**src/rtl/t2cu_pkg.sv**
```systemverilog
// package for the timer 2 control unit: register map, fields, timing
// assumes a byte-wide special-function-register bus on the system clock
`default_nettype none
package t2cu_pkg;
   // ----------------------------------------
   // register map
   // ----------------------------------------
   localparam logic [7:0] CTRL_ADDR = 8'hc8; // control register address
   localparam logic [7:0] CTRL_RESET = 8'h00; // control reset value
   // ----------------------------------------
   // field positions in the control register
   // ----------------------------------------
   localparam int HI_OVF_BIT = 7; // high overflow flag
   localparam int LO_OVF_BIT = 6; // low overflow flag
   localparam int LO_IRQ_EN_BIT = 5; // low-byte interrupt enable
   localparam int CAP_EN_BIT = 4; // capture enable
   localparam int SPLIT_BIT = 3; // split select
   localparam int RUN_BIT = 2; // run control
   localparam int ALT_CLK_HI_BIT = 1; // alt clock select, upper bit
   // ----------------------------------------
   // clock and trigger choices
   // ----------------------------------------
   localparam logic [1:0] ALT_SEL_RTC = 2'h3; // alt clock is osc/8
   localparam logic [3:0] DIV12_LAST = 4'hb; // divide by 12 terminal
   localparam logic [2:0] DIV8_LAST = 3'h7; // divide by 8 terminal
   localparam logic [7:0] BYTE_ONES = 8'hff; // byte all ones
   // ----------------------------------------
   // carriers
   // ----------------------------------------
   typedef struct packed {
      logic [7:0] addr; // register address
      logic [7:0] wdata; // write data
      logic wr; // byte write strobe
      logic bit_op; // single-bit write
      logic [2:0] bit_idx; // bit position for single-bit write
   } t2cu_bus_type;
endpackage
`default_nettype wire

```
**src/rtl/t2cu_top.sv**
```systemverilog
// timer 2 control unit: control register, counter, reload, capture
// assumes one system clock; oscillator and comparator arrive asynchronously
`default_nettype none
module t2cu_top
(
   input wire logic clock, // system clock
   input wire logic rst_b, // async reset, active low
   input wire t2cu_pkg::t2cu_bus_type bus_in, // register bus request
   input wire logic [7:0] count_low_wr, // low counter write data
   input wire logic count_low_we, // low counter write strobe
   input wire logic [7:0] count_high_wr, // high counter write data
   input wire logic count_high_we, // high counter write strobe
   input wire logic [7:0] reload_low_wr, // low reload write data
   input wire logic reload_low_we, // low reload write strobe
   input wire logic [7:0] reload_high_wr, // high reload write data
   input wire logic reload_high_we, // high reload write strobe
   input wire logic high_byte_clock_pick, // high byte uses system clock in split mode
   input wire logic low_byte_clock_pick, // low byte uses system clock
   input wire logic timer_irq_enable, // timer interrupt enabled
   input wire logic rtc_osc, // low-frequency oscillator, async
   input wire logic cmp0_out, // comparator 0 output, async
   output logic [7:0] timer_control_reg, // control register read value
   output logic [15:0] count_value, // counter read value
   output logic [15:0] reload_value, // reload read value
   output logic irq_req // interrupt request level
);
   // ----------------------------------------
   // state
   // ----------------------------------------
   logic [7:0] ctrl_ff; // control register
   logic [7:0] cnt_lo_ff; // counter low byte
   logic [7:0] cnt_hi_ff; // counter high byte
   logic [7:0] rld_lo_ff; // reload low byte
   logic [7:0] rld_hi_ff; // reload high byte
   logic [3:0] div12_ff; // system clock divider
   logic [2:0] rtc_sync_ff; // oscillator sync and edge stages
   logic [2:0] cmp_sync_ff; // comparator sync and edge stages
   logic [2:0] rtc_div_ff; // oscillator divide by 8
   // ----------------------------------------
   // synchronisers and event strobes
   // ----------------------------------------
   // first stage read only by the second
   always_ff @(posedge clock or negedge rst_b)
   begin
      if (!rst_b)
      begin
         rtc_sync_ff <= 3'h0;
         cmp_sync_ff <= 3'h0;
      end
      else
      begin
         rtc_sync_ff <= {rtc_sync_ff[1:0], rtc_osc};
         cmp_sync_ff <= {cmp_sync_ff[1:0], cmp0_out};
      end
   end
   logic rtc_rise; // synchronised oscillator rising edge
   logic cmp_rise; // synchronised comparator rising edge
   logic rtc_tick; // every 8 oscillator cycles
   logic div12_tick; // every 12 system clocks
   assign rtc_rise = rtc_sync_ff[1] & ~rtc_sync_ff[2];
   assign cmp_rise = cmp_sync_ff[1] & ~cmp_sync_ff[2];
   assign rtc_tick = rtc_rise && rtc_div_ff == t2cu_pkg::DIV8_LAST;
   assign div12_tick = div12_ff == t2cu_pkg::DIV12_LAST;
   // dividers for the alternate sources
   always_ff @(posedge clock or negedge rst_b)
   begin
      if (!rst_b)
      begin
         div12_ff <= 4'h0;
         rtc_div_ff <= 3'h0;
      end
      else
      begin
         div12_ff <= div12_tick ? 4'h0 : div12_ff + 4'h1;
         if (rtc_rise)
            rtc_div_ff <= rtc_div_ff + 3'h1;
      end
   end
   // ----------------------------------------
   // clock selection and counting
   // ----------------------------------------
   logic [1:0] alt_clock_select; // alternate clock select field
   logic split_select; // split mode
   logic run_control; // run control
   logic capture_enable; // capture mode
   logic alt_tick; // alternate clock event
   logic cap_evt; // capture event
   logic tick_lo; // low byte advance
   logic tick_hi_split; // high byte advance in split mode
   logic lo_wrap; // low byte rolls over
   logic hi_wrap; // high byte rolls over
   assign alt_clock_select = ctrl_ff[t2cu_pkg::ALT_CLK_HI_BIT -: 2];
   assign split_select = ctrl_ff[t2cu_pkg::SPLIT_BIT];
   assign run_control = ctrl_ff[t2cu_pkg::RUN_BIT];
   assign capture_enable = ctrl_ff[t2cu_pkg::CAP_EN_BIT];
   // code 11 picks osc/8, others system clock /12
   assign alt_tick = (alt_clock_select == t2cu_pkg::ALT_SEL_RTC) ?
                     rtc_tick : div12_tick;
   // trigger by upper select bit
   assign cap_evt = capture_enable &&
                    (alt_clock_select[1] ? cmp_rise : rtc_tick);
   // low byte picks alt or system clock; high byte does in split mode, else counts low carries
   // low byte free-runs in split mode else gated
   assign tick_lo = (low_byte_clock_pick | alt_tick) &&
                    (split_select || run_control);
   assign tick_hi_split = (high_byte_clock_pick | alt_tick) && run_control;
   assign lo_wrap = tick_lo && cnt_lo_ff == t2cu_pkg::BYTE_ONES;
   // split or 16-bit carry
   assign hi_wrap = cnt_hi_ff == t2cu_pkg::BYTE_ONES &&
                    (split_select ? tick_hi_split : lo_wrap);
   // counter bytes with auto-reload
   always_ff @(posedge clock or negedge rst_b)
   begin
      if (!rst_b)
      begin
         cnt_lo_ff <= 8'h00;
         cnt_hi_ff <= 8'h00;
      end
      else
      begin
         if (count_low_we)
            cnt_lo_ff <= count_low_wr;
         else if (lo_wrap)
            cnt_lo_ff <= split_select ? rld_lo_ff :
                         (hi_wrap ? rld_lo_ff : 8'h00);
         else if (tick_lo)
            cnt_lo_ff <= cnt_lo_ff + 8'h01;
         if (count_high_we)
            cnt_hi_ff <= count_high_wr;
         else if (hi_wrap)
            cnt_hi_ff <= rld_hi_ff;
         else if (split_select ? tick_hi_split : lo_wrap)
            cnt_hi_ff <= cnt_hi_ff + 8'h01;
      end
   end
   // reload registers, loaded by capture
   always_ff @(posedge clock or negedge rst_b)
   begin
      if (!rst_b)
      begin
         rld_lo_ff <= 8'h00;
         rld_hi_ff <= 8'h00;
      end
      else if (cap_evt)
      begin
         rld_lo_ff <= cnt_lo_ff;
         rld_hi_ff <= cnt_hi_ff;
      end
      else
      begin
         if (reload_low_we)
            rld_lo_ff <= reload_low_wr;
         if (reload_high_we)
            rld_hi_ff <= reload_high_wr;
      end
   end
   // ----------------------------------------
   // control register
   // ----------------------------------------
   logic ctrl_hit; // write aimed at the control register
   logic [7:0] sw_val; // value after the software write
   logic [7:0] nxt_ctrl; // next control value
   assign ctrl_hit = bus_in.wr && bus_in.addr == t2cu_pkg::CTRL_ADDR;
   // fixed address, byte or single-bit write
   always_comb
   begin
      sw_val = ctrl_ff;
      if (ctrl_hit && bus_in.bit_op)
         sw_val[bus_in.bit_idx] = bus_in.wdata[0];
      else if (ctrl_hit)
         sw_val = bus_in.wdata;
      nxt_ctrl = sw_val;
      // hardware set wins over clear never self-clear
      if (hi_wrap || cap_evt)
         nxt_ctrl[t2cu_pkg::HI_OVF_BIT] = 1'b1;
      if (lo_wrap)
         nxt_ctrl[t2cu_pkg::LO_OVF_BIT] = 1'b1;
   end
   always_ff @(posedge clock or negedge rst_b)
   begin
      if (!rst_b)
         ctrl_ff <= t2cu_pkg::CTRL_RESET;
      else
         ctrl_ff <= nxt_ctrl;
   end
   // ----------------------------------------
   // outputs
   // ----------------------------------------
   assign timer_control_reg = ctrl_ff;
   assign count_value = {cnt_hi_ff, cnt_lo_ff};
   assign reload_value = {rld_hi_ff, rld_lo_ff};
   // with timer_irq_enable: high flag always, low flag when low enable set
   assign irq_req = timer_irq_enable &&
                    (ctrl_ff[t2cu_pkg::HI_OVF_BIT] ||
                     (ctrl_ff[t2cu_pkg::LO_IRQ_EN_BIT] &&
                      ctrl_ff[t2cu_pkg::LO_OVF_BIT]));
   // ----------------------------------------
   // assertions
   // ----------------------------------------
   logic hi_flag; // stored high overflow flag
   logic lo_flag; // stored low overflow flag
   logic lo_irq_en; // stored low-byte interrupt enable
   assign hi_flag = ctrl_ff[t2cu_pkg::HI_OVF_BIT];
   assign lo_flag = ctrl_ff[t2cu_pkg::LO_OVF_BIT];
   assign lo_irq_en = ctrl_ff[t2cu_pkg::LO_IRQ_EN_BIT];
endmodule
`default_nettype wire

```
**config.mk**
```make
export PLATFORM = sky130hd
export DESIGN_NAME = t2cu_top
export DESIGN_NICKNAME = d
export VERILOG_FILES = /design/src/rtl/t2cu_pkg.sv /design/src/rtl/t2cu_top.sv
export SDC_FILE = /design/constraint.sdc
export NUM_CORES = 1
export LEC_CHECK = 0
export ABC_CLOCK_PERIOD_IN_PS = 4500
export BUFFER_PORTS_ARGS = -buffer_cell sky130_fd_sc_hd__buf_2
export CELL_PAD_IN_SITES_DETAIL_PLACEMENT = 1
export CELL_PAD_IN_SITES_GLOBAL_PLACEMENT = 1
export CORE_MARGIN = 8
export CORE_UTILIZATION = 40
export DETAILED_ROUTE_END_ITERATION = 7
export PLACE_DENSITY_LB_ADDON = 0.05
export SLEW_MARGIN = 20
export SYNTH_ARGS = -nofsm -noshare
export SYNTH_HDL_FRONTEND = slang
export SYNTH_SLANG_ARGS = --single-unit
```
**constraint.sdc**
```tcl
create_clock -name clock -period 4.5 [get_ports clock]
set_input_delay 0.675 -clock clock [delete_from_list [all_inputs] [get_ports clock]]
set_output_delay 0.675 -clock clock [all_outputs]
set_load 0.02 [all_outputs]
```
* Word level (Yosys, flattened, before mapping)
Cells that the tools add are included.
** Storage, ports and cells
- Output and inout bits :: 41
- Flip-flop bits (word level) :: 53
- Word-level logic and storage cells :: 73
** Operators by class
- Bitwise gates (word level) :: 6
- Magnitude comparators :: 2
- Reductions and logical operators :: 21
- Muxes and demuxes :: 23
- Equality and inequality tests :: 6
- Add/sub/neg operators :: 4
** Operators with widths (number)
- $mux 8 :: 14
- $eq 8x8->1 const B :: 3
- $add 8x1->8 const B :: 2
- $reduce_bool 3->1 :: 4
- $logic_and 1x1->1 :: 11
- $bwmux 8 :: 1
- $mux 1 :: 6
- $reduce_bool 2->1 :: 3
- $add 4x1->4 const B :: 1
- $eq 4x4->1 const B :: 1
- $lt 3x4->1 const B :: 1
- $mux 4 :: 1
- $add 3x1->3 const B :: 1
- $demux 1 s3 :: 1
- $eq 3x3->1 const B :: 1
- $ge 3x1->1 const B :: 1
- $logic_or 1x1->1 :: 3
- $and 1x1->1 :: 2
- $eq 2x2->1 const B :: 1
- $not 1->1 :: 2
- $or 1x1->1 :: 2

* Logic depth before layout (Yosys ltp)
Gate-level depths: netlist of the first run.
- Depth after elaboration :: 13
- Depth in mapped cells :: 8
- Mapped depth without buffers :: 7

* Worst setup path after synthesis of the first run
Ideal clock, no wire load.
- Kind :: register -> register
- Start :: register cnt_hi_ff[0]
- End :: register cnt_lo_ff[4]
- Path buffers :: 1
- Data arrival time :: 1.819 ns
- Clock period less this slack :: 1.951 ns
- Cell stages (with the launch flop) :: 8
- Setup slack :: 2.549 ns
- Setup time :: 0.133 ns
- Cells stage by stage :: dfrtp_1 -> ha_1 -> and3_1 -> buf_2 -> a21o_1 -> and2_4 -> a2111oi_2 -> nor3_1
** On the way
- Word-level cells in the longest chain between the ends :: 6
** Ends and longest elaborated chain
- from (decl) :: RTL line t2cu_top.sv:32 : logic [7:0] cnt_hi_ff;
- from (signal assigned) :: RTL line t2cu_top.sv:129 : cnt_hi_ff <= count_high_wr;
- from (signal assigned) :: RTL line t2cu_top.sv:131 : cnt_hi_ff <= rld_hi_ff;
- from (signal assigned) :: RTL line t2cu_top.sv:133 : cnt_hi_ff <= cnt_hi_ff + 8'h01;
- $eq 8x8->1 :: RTL line t2cu_top.sv:109 : assign hi_wrap = cnt_hi_ff == t2cu_pkg::BYTE_ONES &&
- $logic_and 1x1->1 :: RTL line t2cu_top.sv:109
- $mux 8 :: RTL line t2cu_top.sv:125 : (hi_wrap ? rld_lo_ff : 8'h00);
- $mux 8 :: RTL line t2cu_top.sv:124 : cnt_lo_ff <= split_select ? rld_lo_ff :
- $mux 8 :: RTL line t2cu_top.sv:123 : else if (lo_wrap)
- $mux 8 :: RTL line t2cu_top.sv:121 : if (count_low_we)
- to (signal assigned) :: RTL line t2cu_top.sv:122 : cnt_lo_ff <= count_low_wr;
- to (signal assigned) :: RTL line t2cu_top.sv:124
- to (signal assigned) :: RTL line t2cu_top.sv:127 : cnt_lo_ff <= cnt_lo_ff + 8'h01;
- to (decl) :: RTL line t2cu_top.sv:31 : logic [7:0] cnt_lo_ff;
No other way between the ends.
A chain may end at the register's enable or synchronous reset.

* Final worst setup path of the first run
- Start :: register rtc_div_ff[0]
- End :: register cnt_hi_ff[0]
** On the way
- Word-level cells in the longest chain between the ends :: 10
- Elaborated cells on any way between the ends :: 13
- Those cells by class :: 1 x eq/ne; 4 x mux; 2 x bitwise; 6 x reduce/logical
** Ends and longest elaborated chain
- from (decl) :: RTL line t2cu_top.sv:38 : logic [2:0] rtc_div_ff;
- from (signal assigned) :: RTL line t2cu_top.sv:76 : rtc_div_ff <= rtc_div_ff + 3'h1;
- $eq 3x3->1 * :: RTL line t2cu_top.sv:62 : assign rtc_tick = rtc_rise && rtc_div_ff == t2cu_pkg::DIV8_LAST;
- $logic_and 1x1->1 * :: RTL line t2cu_top.sv:62
- $mux 1 * :: RTL line t2cu_top.sv:97 : assign alt_tick = (alt_clock_select == t2cu_pkg::ALT_SEL_RTC) ?
- $or 1x1->1 :: RTL line t2cu_top.sv:104 : assign tick_lo = (low_byte_clock_pick | alt_tick) &&
- $logic_and 1x1->1 :: RTL line t2cu_top.sv:104
- $logic_and 1x1->1 :: RTL line t2cu_top.sv:107 : assign lo_wrap = tick_lo && cnt_lo_ff == t2cu_pkg::BYTE_ONES;
- $mux 1 * :: RTL line t2cu_top.sv:110, t2cu_top.sv:132
- $logic_and 1x1->1 :: RTL line t2cu_top.sv:109
- $mux 8 :: RTL line t2cu_top.sv:130 : else if (hi_wrap)
- $mux 8 :: RTL line t2cu_top.sv:128 : if (count_high_we)
Every way passes the cells marked *; elsewhere a longest branch is shown, timed or not.

==> results.py, run 1 <==
metrics = {
    "synth": {
        "yosys_warnings": 0,
        "syn_nets": 376,
        "syn-mean-instance-area_um2": 9.769,
        "synth_top_family_by_area": "compound AO/OA/AOI/OAI gates",
        "yosys.area_share.simple_pct": 19.32,
        "synth_top_cell_by_area": "dfrtp_1",
        "synth_area_leaders": "dfrtp_1, mux2i_1, a21oi_1",
        "synth.area.mux_share_pct": 9.929,
        "synth_cell_types": 62,
        "synth-adder-area-share_pct": 2.086,
        "synth_ff_type": "dfrtp_1",
        "netlist_area_um2": 2999,
        "syn-instance-count": 307,
        "synthXorXnorAreaFrac_pct": 0.8761,
        "ys_seq_elements": 53,
        "yosys.area.top_type_share_pct": 44.22,
        "synth_edf_count": 0,
        "ys_seq_area_share_pct": 44.22,
        "synth_compound_area_share_pct": 19.65,
        "synthArstFlopShare_pct": 100.0,
    },
    "critical_path": {
        "critPathArrivalTime_ns": 2.52,
        "cp.required_ns": 4.70,
        "crit_fanout": 13,
        "path_buf_inv": 0,
        "critPathKind": "flip-flop to flip-flop",
        "path_delay_family": "compound AO/OA/AOI/OAI gates",
        "cp-end-kind": "flip-flop",
        "worstSetupStartpointType": "flip-flop",
        "critPathSlowestCell": "o32ai_2",
        "path_cells": "ha_1, ha_1, and3b_1, nor3_1, o32ai_2, mux2i_1, o21ai_1",
        "critPathMaxStageDelay_ns": 0.87,
        "crit_top_cell": "ha_1",
    },
    "detailed_routing": {
        "vias_per_cell": 5.398,
        "totalWireLength_um": 8903,
        "ant_nets": 0,
        "drc": 0,
        "first_pass_iters": 4,
        "drtIter0Drc": 92,
        "wl_per_cell_um": 17.81,
        "via_count": 2699,
    },
    "sta": {
        "final_hold_viol_count": 0,
        "tightest_slew_ns": 1.085,
        "fin_crit_sh_pct": 51.60,
        "rsz0062_at_grt": "no",
        "clock_skew_ns": 0.003676,
        "fmax_mhz": 430.7,
        "setup_viol": 0,
        "period_needed_ns": 2.322,
        "tns_ns": 0,
        "slew_viol_final": 0,
        "slew_headroom_pct": 27.67,
    },
    "global_route": {
        "grt-ovfl-total": 0,
        "grt_max_degree": 54,
        "grt_pass1_vias": 2888,
        "grt_antenna_before_repair": 0,
        "grt_pass1_wl_um": 14410,
        "grt_usage_pct": 17.24,
    },
    "power_and_ir_drop": {
        "power_density_nw_per_um2": 314.6,
        "p_total_mw": 1.154,
        "vdd_drop_max_mv": 0.1301,
        "p_leak_nw": 1.744,
    },
    "final_layout": {
        "drive_above_1_share_pct": 32.92,
        "areaGrowthSynthToFinish_pct": 22.28,
        "final_nets": 469,
        "post-route-util_pct": 50.56,
        "diodes": 0,
    },
    "clock_network": {
        "ctsLongestPathBuffers": 2,
        "clock-root-buffer": "clkbuf_8",
        "htree_num_levels": 2,
        "postCtsSetupRepairBufs": 0,
        "numCtsBuffers": 5,
        "cts_tree": "built",
        "ctsResizeCount": 0,
        "clk_latency_ns": 0.31,
        "ctsHoldBuffers": 0,
        "path_clk_slew_ns": 0.10,
        "clock-sinks": 53,
    },
    "place": {
        "place_congestion": 0.8892,
        "port_buffers": 104,
        "dp.final_hpwl_um": 6838,
    },
    "outcome": {
        "status": "finished, final reports clean",
    },
    "die": {
        "num_rows": 31,
        "design.portCount": 105,
        "die_w_um": 102.6,
        "start_util_pct": 41.35,
        "die_area_um2": 10520,
        "die_y_um": 102.6,
        "design.core.area_um2": 7253,
    },
    "worst_hold_path": {
        "hold_class": "flip-flop to flip-flop",
    },
    "flow_run": {
        "max_cap_viol_count": 0,
    },
}
-- metrics by stage --
step	hold WS [ns]	setup WS (ns)	std cells	instance area, um2
4_1_cts	0.3634	2.147	500	3665
3_3_place_gp	0.3344	2.139	492	3545
2_1_floorplan	0.3312	2.549	307	2999
3_5_place_dp	0.3397	2.035	492	3545
5_1_grt	0.3660	1.970	500	3667
6_report	0.3610	2.178	500	3667
-- layer usage --
metal  global-route usage (%)  vias up  part of all wire (%)
met5                        0        -                     0
met4                    3.837        0                  0.71
met3                    4.051        5                   6.1
met2                    27.37       79                    46
met1                    23.16     1296                    47
li1                         -     1319                     -
-- synthesized netlist by cell type (2+ instances only) --
| cell type | count |
|---|---|
| o21ai_1 | 12 |
| buf_1 | 3 |
| a41o_1 | 2 |
| nand2_1 | 32 |
| mux2_1 | 3 |
| o311ai_1 | 2 |
| or2_2 | 2 |
| dfrtp_1 | 53 |
| ha_1 | 5 |
| a2111oi_2 | 3 |
| o21a_1 | 2 |
| a21o_1 | 3 |
| xnor2_1 | 2 |
| nand4_1 | 3 |
| a311oi_1 | 2 |
| mux2i_1 | 23 |
| clkbuf_1 | 8 |
| inv_1 | 3 |
| mux2_2 | 3 |
| or3_1 | 2 |
| nor3_1 | 10 |
| nand2b_1 | 4 |
| a21oi_1 | 25 |
| and3_1 | 5 |
| and2_4 | 2 |
| a211oi_1 | 3 |
| o31ai_1 | 3 |
| and3b_1 | 2 |
| nor2b_1 | 6 |
| buf_2 | 4 |
| buf_6 | 4 |
| a31oi_1 | 4 |
| nor2_1 | 24 |
| o211ai_1 | 4 |
| o21ai_0 | 5 |
| nand3_1 | 8 |
-- worst register-to-register path, stage by stage, from the launching register on --
cell and delay [ns]:
dfrtp_1 0.38, ha_1 0.16, ha_1 0.12, and3b_1 0.23, nor3_1 0.08, o32ai_2 0.87
mux2i_1 0.28, o21ai_1 0.07
-- cells by family (layout without fill, tap and decap cells) --
group | count (synthesis) | after routing
AO/OA/AOI/OAI | 84 | 84
buffers and inverters | 22 | 116
AND/OR/NAND/NOR | 111 | 111
XOR/XNOR | 3 | 3
multiplexers | 29 | 29
adder cells (fa/ha/maj) | 5 | 5
flip-flops | 53 | 53
-- path summary, 6_finish.rpt --
| check | start | end | slack (ns) | cells after the start |
|---|---|---|---|---|
| worst max-delay path | rtc_div_ff[0]$_DFFE_PN0P_ | cnt_hi_ff[0]$_DFFE_PN0P_ | 2.18 | 7 |
| worst min-delay path | rtc_sync_ff[0]$_DFF_PN0_ | rtc_sync_ff[1]$_DFF_PN0_ | 0.36 | 0 |
| min in group asynchronous | rst_b | rld_lo_ff[4]$_DFFE_PN0P_ | 0.47 | 2 |
| max in group asynchronous | rst_b | cnt_hi_ff[2]$_DFFE_PN0P_ | 3.56 | 2 |
| worst min register to register | rtc_sync_ff[0]$_DFF_PN0_ | rtc_sync_ff[1]$_DFF_PN0_ | 0.36 | 0 |
| worst max register to register | rtc_div_ff[0]$_DFFE_PN0P_ | cnt_hi_ff[0]$_DFFE_PN0P_ | 2.18 | 7 |
-- area by class of cell --
class | instances | area [um2]
Clock buffer | 6 | 82.58
Sequential cell | 53 | 1326
Inverter | 3 | 11.26
Multi-Input combinational cell | 232 | 1558
Tap cell | 99 | 123.9
Timing Repair Buffer | 105 | 528.0
Fill cell | 890 | 3586
Clock inverter | 2 | 37.54
-- report_power, final --
part	internal, mW	switching (mW)
sequential	0.522	0.0512
clock	0.181	0.169
combinational	0.100	0.130
-- cell usage in the layout (no fill, tap or decap), types with 3 or more instances in the layout --
cell type / instances
mux2i_1: 23
nand2_1: 31
a21oi_1: 25
dfrtp_1: 53
nor3_1: 10
nand2b_1: 4
a211oi_1: 3
o31ai_1: 3
nand4_1: 3
clkbuf_8: 6
o21ai_1: 12
a21o_1: 3
buf_2: 104
nor2_1: 24
mux2_2: 3
a31oi_1: 4
a2111oi_2: 3
and3_1: 5
mux2_1: 3
ha_1: 5
inv_1: 3
nor2b_1: 6
o21ai_0: 5
nand3_1: 8
o211ai_1: 4
Power figures use the tool's default switching activity.
==> inputs of run 2 (changes only) <==
--- a/config.mk
+++ b/config.mk
@@ -5,12 +5,12 @@
 export SDC_FILE = /design/constraint.sdc
 export NUM_CORES = 1
 export LEC_CHECK = 0
-export ABC_CLOCK_PERIOD_IN_PS = 4500
+export ABC_CLOCK_PERIOD_IN_PS = 2200
 export BUFFER_PORTS_ARGS = -buffer_cell sky130_fd_sc_hd__buf_2
 export CELL_PAD_IN_SITES_DETAIL_PLACEMENT = 1
 export CELL_PAD_IN_SITES_GLOBAL_PLACEMENT = 1
 export CORE_MARGIN = 8
-export CORE_UTILIZATION = 40
+export CORE_UTILIZATION = 37
 export DETAILED_ROUTE_END_ITERATION = 7
 export PLACE_DENSITY_LB_ADDON = 0.05
 export SLEW_MARGIN = 20
==> constraint.sdc (replaced) <==
create_clock -name clock -period 2.2 [get_ports clock]
set_input_delay 0.33 -clock clock [delete_from_list [all_inputs] [get_ports clock]]
set_output_delay 0.33 -clock clock [all_outputs]
set_load 0.02 [all_outputs]
==> results.py, run 2 (same netlist as run 1, synthesis figures left out) <==
metrics = {
    "outcome": {
        "status": "finished, final reports clean",
    },
    "detailed_routing": {
        "first_pass_iters": 4,
        "wl_per_cell_um": 17.29,
        "via_count": 2771,
        "totalWireLength_um": 8902,
        "vias_per_cell": 5.381,
        "drtIter0Drc": 109,
        "ant_nets": 0,
        "drc": 0,
    },
    "final_layout": {
        "fill_cells": 986,
        "layout_commonest_cell": "buf_2",
        "mostFrequentLayoutCells": "buf_2, dfrtp_1, nand2_1",
        "fin_area_um2": 3727,
        "areaGrowthSynthToFinish_pct": 24.28,
        "diodes": 0,
        "final_nets": 478,
        "drive_above_1_share_pct": 34.15,
    },
    "critical_path": {
        "critPathLaunch": "cnt_hi_ff[0]$_DFFE_PN0P_",
        "critPathSlowestCell": "dfrtp_1",
        "reg2reg_depth": 6,
        "critPathMaxStageDelay_ns": 0.46,
        "worstSetupStartpointType": "flip-flop",
        "path_depth": 6,
        "crit_fanout": 7,
        "path_delay_family": "compound AO/OA/AOI/OAI gates",
        "cp-end-kind": "flip-flop",
        "r2r_slack_ns": 0.18,
        "critPathArrivalTime_ns": 2.21,
        "cp.required_ns": 2.39,
        "path_buf_inv": 0,
        "cp-endpoint": "cnt_lo_ff[4]$_DFFE_PN0P_",
        "critPathKind": "flip-flop to flip-flop",
        "r2r-start": "cnt_hi_ff[0]$_DFFE_PN0P_",
        "r2r-end": "cnt_lo_ff[4]$_DFFE_PN0P_",
        "path_cells": "ha_1, and3_1, a21o_1, and2_4, a2111oi_2, nor3_1",
    },
    "sta": {
        "period_needed_ns": 2.020,
        "fmax_mhz": 495.1,
        "fin_crit_sh_pct": 91.81,
        "tightest_slew_ns": 0.4254,
        "slew_headroom_pct": 71.53,
        "clock_skew_ns": 0.01014,
        "final_hold_viol_count": 0,
        "layout_setup_ws_ns": 0.1801,
        "tns_ns": 0,
        "slew_viol_final": 0,
        "setup_viol": 0,
        "rsz0062_at_grt": "no",
    },
    "die": {
        "design.core.area_um2": 8051,
        "design.portCount": 105,
        "die_y_um": 106.0,
        "die_w_um": 106.0,
        "num_rows": 33,
        "die_area_um2": 11240,
        "start_util_pct": 37.25,
    },
    "clock_network": {
        "ctsLongestPathBuffers": 2,
        "postCtsSetupRepairBufs": 0,
        "clock-sinks": 53,
        "clock-root-buffer": "clkbuf_8",
        "htree_num_levels": 2,
        "numCtsBuffers": 5,
        "path_clk_slew_ns": 0.10,
        "ctsResizeCount": 0,
        "clk_latency_ns": 0.31,
        "ctsHoldBuffers": 0,
        "cts_tree": "built",
    },
    "global_route": {
        "grt-ovfl-total": 0,
        "grt_antenna_before_repair": 0,
        "grt_max_degree": 54,
        "grt_usage_pct": 16.15,
        "grt_pass1_vias": 2967,
        "grt_pass1_wl_um": 15060,
    },
    "power_and_ir_drop": {
        "power.internal_mw": 1.512,
        "p_sw_share_pct": 31.77,
        "p_clk_share_pct": 25.0,
        "switchingPower_mw": 0.7038,
        "p_leak_nw": 1.785,
        "power_density_nw_per_um2": 594.4,
        "p_comb_share_pct": 22.9,
        "vdd_drop_max_mv": 0.2922,
        "p_total_mw": 2.216,
        "pwr-share-seq_pct": 52.1,
    },
    "worst_hold_path": {
        "hold_class": "input port to asynchronous set/reset pin",
    },
    "flow_run": {
        "max_cap_viol_count": 0,
    },
    "place": {
        "dp.final_hpwl_um": 6905,
        "post-place-ws_ns": 0.1177,
        "place_congestion": 0.7877,
        "place_area_um2": 3645,
        "port_buffers": 104,
    },
}
==> run 2: through the flow <==
step / std cells / utilization [%] / hold slack (ns)
2_1_floorplan: 307 / - / 0.03441
3_3_place_gp: 507 / 45.27 / 0.3316
3_5_place_dp: 507 / 45.27 / 0.3379
4_1_cts: 515 / 46.29 / 0.01613
5_1_grt: 515 / 46.29 / 0.01536
6_report: 515 / 46.29 / 0.007496
==> run 2: cell type report <==
cell class,instances,area [um2],area share [%]
clock buffer,6,72.57,1.947
clock inverter,2,10.01,0.2685
multi-input combinational,232,1555,41.73
sequential,53,1326,35.58
tap,105,131.4,3.525
timing repair buffer,114,620.6,16.65
inverter,3,11.26,0.3021
==> run 2: power groups by stage <==
stage | registers [mW] | clock network [mW] | logic (mW)
2_1_floorplan | 1.23 | 0 | 0.222
3_3_place_gp | 1.17 | 0 | 0.508
3_5_place_dp | 1.18 | 0 | 0.519
4_1_cts | 1.16 | 0.578 | 0.520
5_1_grt | 1.17 | 0.612 | 0.572
6_report | 1.15 | 0.553 | 0.507
==> run 2: worst min-delay path by stage <==
| stage | start | to | cells past startpoint |
|---|---|---|---|
| final | rst_b | rld_lo_ff[3]$_DFFE_PN0P_ | 2 |
| after global routing | rst_b | rld_lo_ff[3]$_DFFE_PN0P_ | 2 |
| after CTS | rst_b | rld_hi_ff[2]$_DFFE_PN0P_ | 2 |
| after detailed placement | rtc_sync_ff[0]$_DFF_PN0_ | rtc_sync_ff[1]$_DFF_PN0_ | 0 |
| after global placement | cmp_sync_ff[0]$_DFF_PN0_ | cmp_sync_ff[1]$_DFF_PN0_ | 0 |
| after floorplan | rst_b | cmp_sync_ff[0]$_DFF_PN0_ | 0 |
==> run 2: layer usage <==
layer	track usage, %	wire (um)
met4	4.121	86
met2	25.83	4055
met3	3.690	441
met5	0	0
met1	21.53	4319
==> inputs of run 3 (changes only) <==
--- a/config.mk
+++ b/config.mk
@@ -12,6 +12,7 @@
 export CORE_MARGIN = 8
 export CORE_UTILIZATION = 37
 export DETAILED_ROUTE_END_ITERATION = 7
+export HOLD_SLACK_MARGIN = 0.02
 export PLACE_DENSITY_LB_ADDON = 0.05
 export SLEW_MARGIN = 20
 export SYNTH_ARGS = -nofsm -noshare
==> results.py, run 3 (same netlist as run 1, synthesis figures left out) <==
metrics = {
    "detailed_routing": {
        "drc": 0,
        "vias_per_cell": 5.403,
        "drtIter0Drc": 126,
        "wl_per_cell_um": 17.34,
        "totalWireLength_um": 8945,
        "first_pass_iters": 4,
        "via_count": 2788,
        "ant_nets": 0,
    },
    "die": {
        "die_area_um2": 11240,
        "design.portCount": 105,
        "design.core.area_um2": 8051,
        "die_y_um": 106.0,
        "num_rows": 33,
        "start_util_pct": 37.25,
        "die_w_um": 106.0,
    },
    "final_layout": {
        "areaGrowthSynthToFinish_pct": 24.61,
        "fin_area_um2": 3737,
        "mostFrequentLayoutCells": "buf_2, dfrtp_1, nand2_1",
        "diodes": 0,
        "final_nets": 479,
        "drive_above_1_share_pct": 34.06,
        "post-route-util_pct": 46.42,
        "fin_cells": 516,
        "layout_commonest_cell": "buf_2",
        "fill_cells": 983,
    },
    "power_and_ir_drop": {
        "p_sw_share_pct": 31.82,
        "switchingPower_mw": 0.7062,
        "vdd_drop_max_mv": 0.2922,
        "pwr-share-seq_pct": 52.0,
        "p_comb_share_pct": 22.9,
        "power.internal_mw": 1.513,
        "p_total_mw": 2.219,
        "p_clk_share_pct": 25.0,
        "power_density_nw_per_um2": 593.8,
        "p_leak_nw": 1.790,
    },
    "critical_path": {
        "critPathArrivalTime_ns": 2.22,
        "cp-end-kind": "flip-flop",
        "path_depth": 6,
        "crit_fanout": 7,
        "critPathSlowestCell": "dfrtp_1",
        "critPathKind": "flip-flop to flip-flop",
        "worstSetupStartpointType": "flip-flop",
        "path_cells": "ha_1, and3_1, a21o_1, and2_4, a2111oi_2, nor3_1",
        "reg2reg_depth": 6,
        "cp.required_ns": 2.39,
        "path_buf_inv": 0,
        "critPathMaxStageDelay_ns": 0.46,
        "path_delay_family": "compound AO/OA/AOI/OAI gates",
    },
    "sta": {
        "slew_headroom_pct": 71.51,
        "hold_ws_ns": 0.1179,
        "period_needed_ns": 2.028,
        "rsz0062_at_grt": "no",
        "fin_crit_sh_pct": 92.16,
        "clock_skew_ns": 0.01073,
        "layout_setup_ws_ns": 0.1724,
        "tns_ns": 0,
        "tightest_slew_ns": 0.4258,
        "fmax_mhz": 493.2,
        "slew_viol_final": 0,
        "final_hold_viol_count": 0,
        "setup_viol": 0,
    },
    "place": {
        "place_inst": 507,
        "place_area_um2": 3645,
        "dp.final_hpwl_um": 6905,
        "port_buffers": 104,
        "place_congestion": 0.7877,
        "post-place-ws_ns": 0.1177,
    },
    "worst_hold_path": {
        "hold_class": "input port to flip-flop",
        "hold_depth": 1,
    },
    "clock_network": {
        "clk_latency_ns": 0.31,
        "path_clk_slew_ns": 0.10,
        "ctsLongestPathBuffers": 2,
        "clock-sinks": 53,
        "htree_num_levels": 2,
        "cts_tree": "built",
        "clock-root-buffer": "clkbuf_8",
        "postCtsSetupRepairBufs": 0,
        "numCtsBuffers": 5,
    },
    "global_route": {
        "grt_usage_pct": 16.18,
        "met3_usage_pct": 3.751,
        "use_met2_pct": 25.83,
        "grt_antenna_before_repair": 0,
        "grt_pass1_wl_um": 15080,
        "use_met1_pct": 21.57,
        "grt_max_degree": 54,
        "grt_pass1_vias": 2973,
        "grt_busiest_layer": "met2",
        "grt-ovfl-total": 0,
    },
    "outcome": {
        "status": "finished, final reports clean",
    },
    "flow_run": {
        "max_cap_viol_count": 0,
    },
}
## run 3: cell types whose count changed in the layout (fill, tap and decap cells not counted), sizes merged
| cell | change |
|---|---|
| dlygate4sd3 | +1 |
## run 3: what timing repair did
| item | CTS | global route |
|---|---|---|
| resized for setup | 0 | 1 |
| endpoints found under the hold margin | 14 | 0 |
| endpoints found under the setup margin | 0 | 2 |
| hold buffers | 1 | 0 |
## run 3: area by class of cell
type | count | area, um2 | share of cell area (%)
well taps | 105 | 131.4 | 3.515
clock buffers | 6 | 72.57 | 1.942
flip-flops and latches | 53 | 1326 | 35.49
inverters | 3 | 11.26 | 0.3013
repair buffers | 115 | 630.6 | 16.87
clock inverters | 2 | 10.01 | 0.2678
multi-input cells | 232 | 1555 | 41.61
## run 3: path summary, 6_finish.rpt
path | endpoint | slack, ns | startpoint
setup reg to reg | cnt_lo_ff[4]$_DFFE_PN0P_ | 0.17 | cnt_hi_ff[0]$_DFFE_PN0P_
hold reg to reg | rtc_sync_ff[1]$_DFF_PN0_ | 0.36 | rtc_sync_ff[0]$_DFF_PN0_
setup / recovery | cnt_lo_ff[4]$_DFFE_PN0P_ | 0.17 | cnt_hi_ff[0]$_DFFE_PN0P_
hold / removal | rtc_sync_ff[0]$_DFF_PN0_ | 0.12 | rtc_osc
min in group asynchronous | rld_lo_ff[3]$_DFFE_PN0P_ | 0.54 | rst_b
max in group asynchronous | rld_hi_ff[6]$_DFFE_PN0P_ | 1.40 | rst_b
## run 3: power groups by stage
stage / sequential (mW) / combinational (mW) / clock (mW)
2_1_floorplan: 1.23 / 0.222 / 0
3_3_place_gp: 1.17 / 0.508 / 0
3_5_place_dp: 1.18 / 0.519 / 0
4_1_cts: 1.16 / 0.522 / 0.578
5_1_grt: 1.17 / 0.574 / 0.612
6_report: 1.15 / 0.509 / 0.555
## run 3: routing by layer
layer,vias up,routed length (um)
li1,1337,-
met1,1368,4319
met2,75,4096
met3,8,443
met4,0,86
met5,-,0
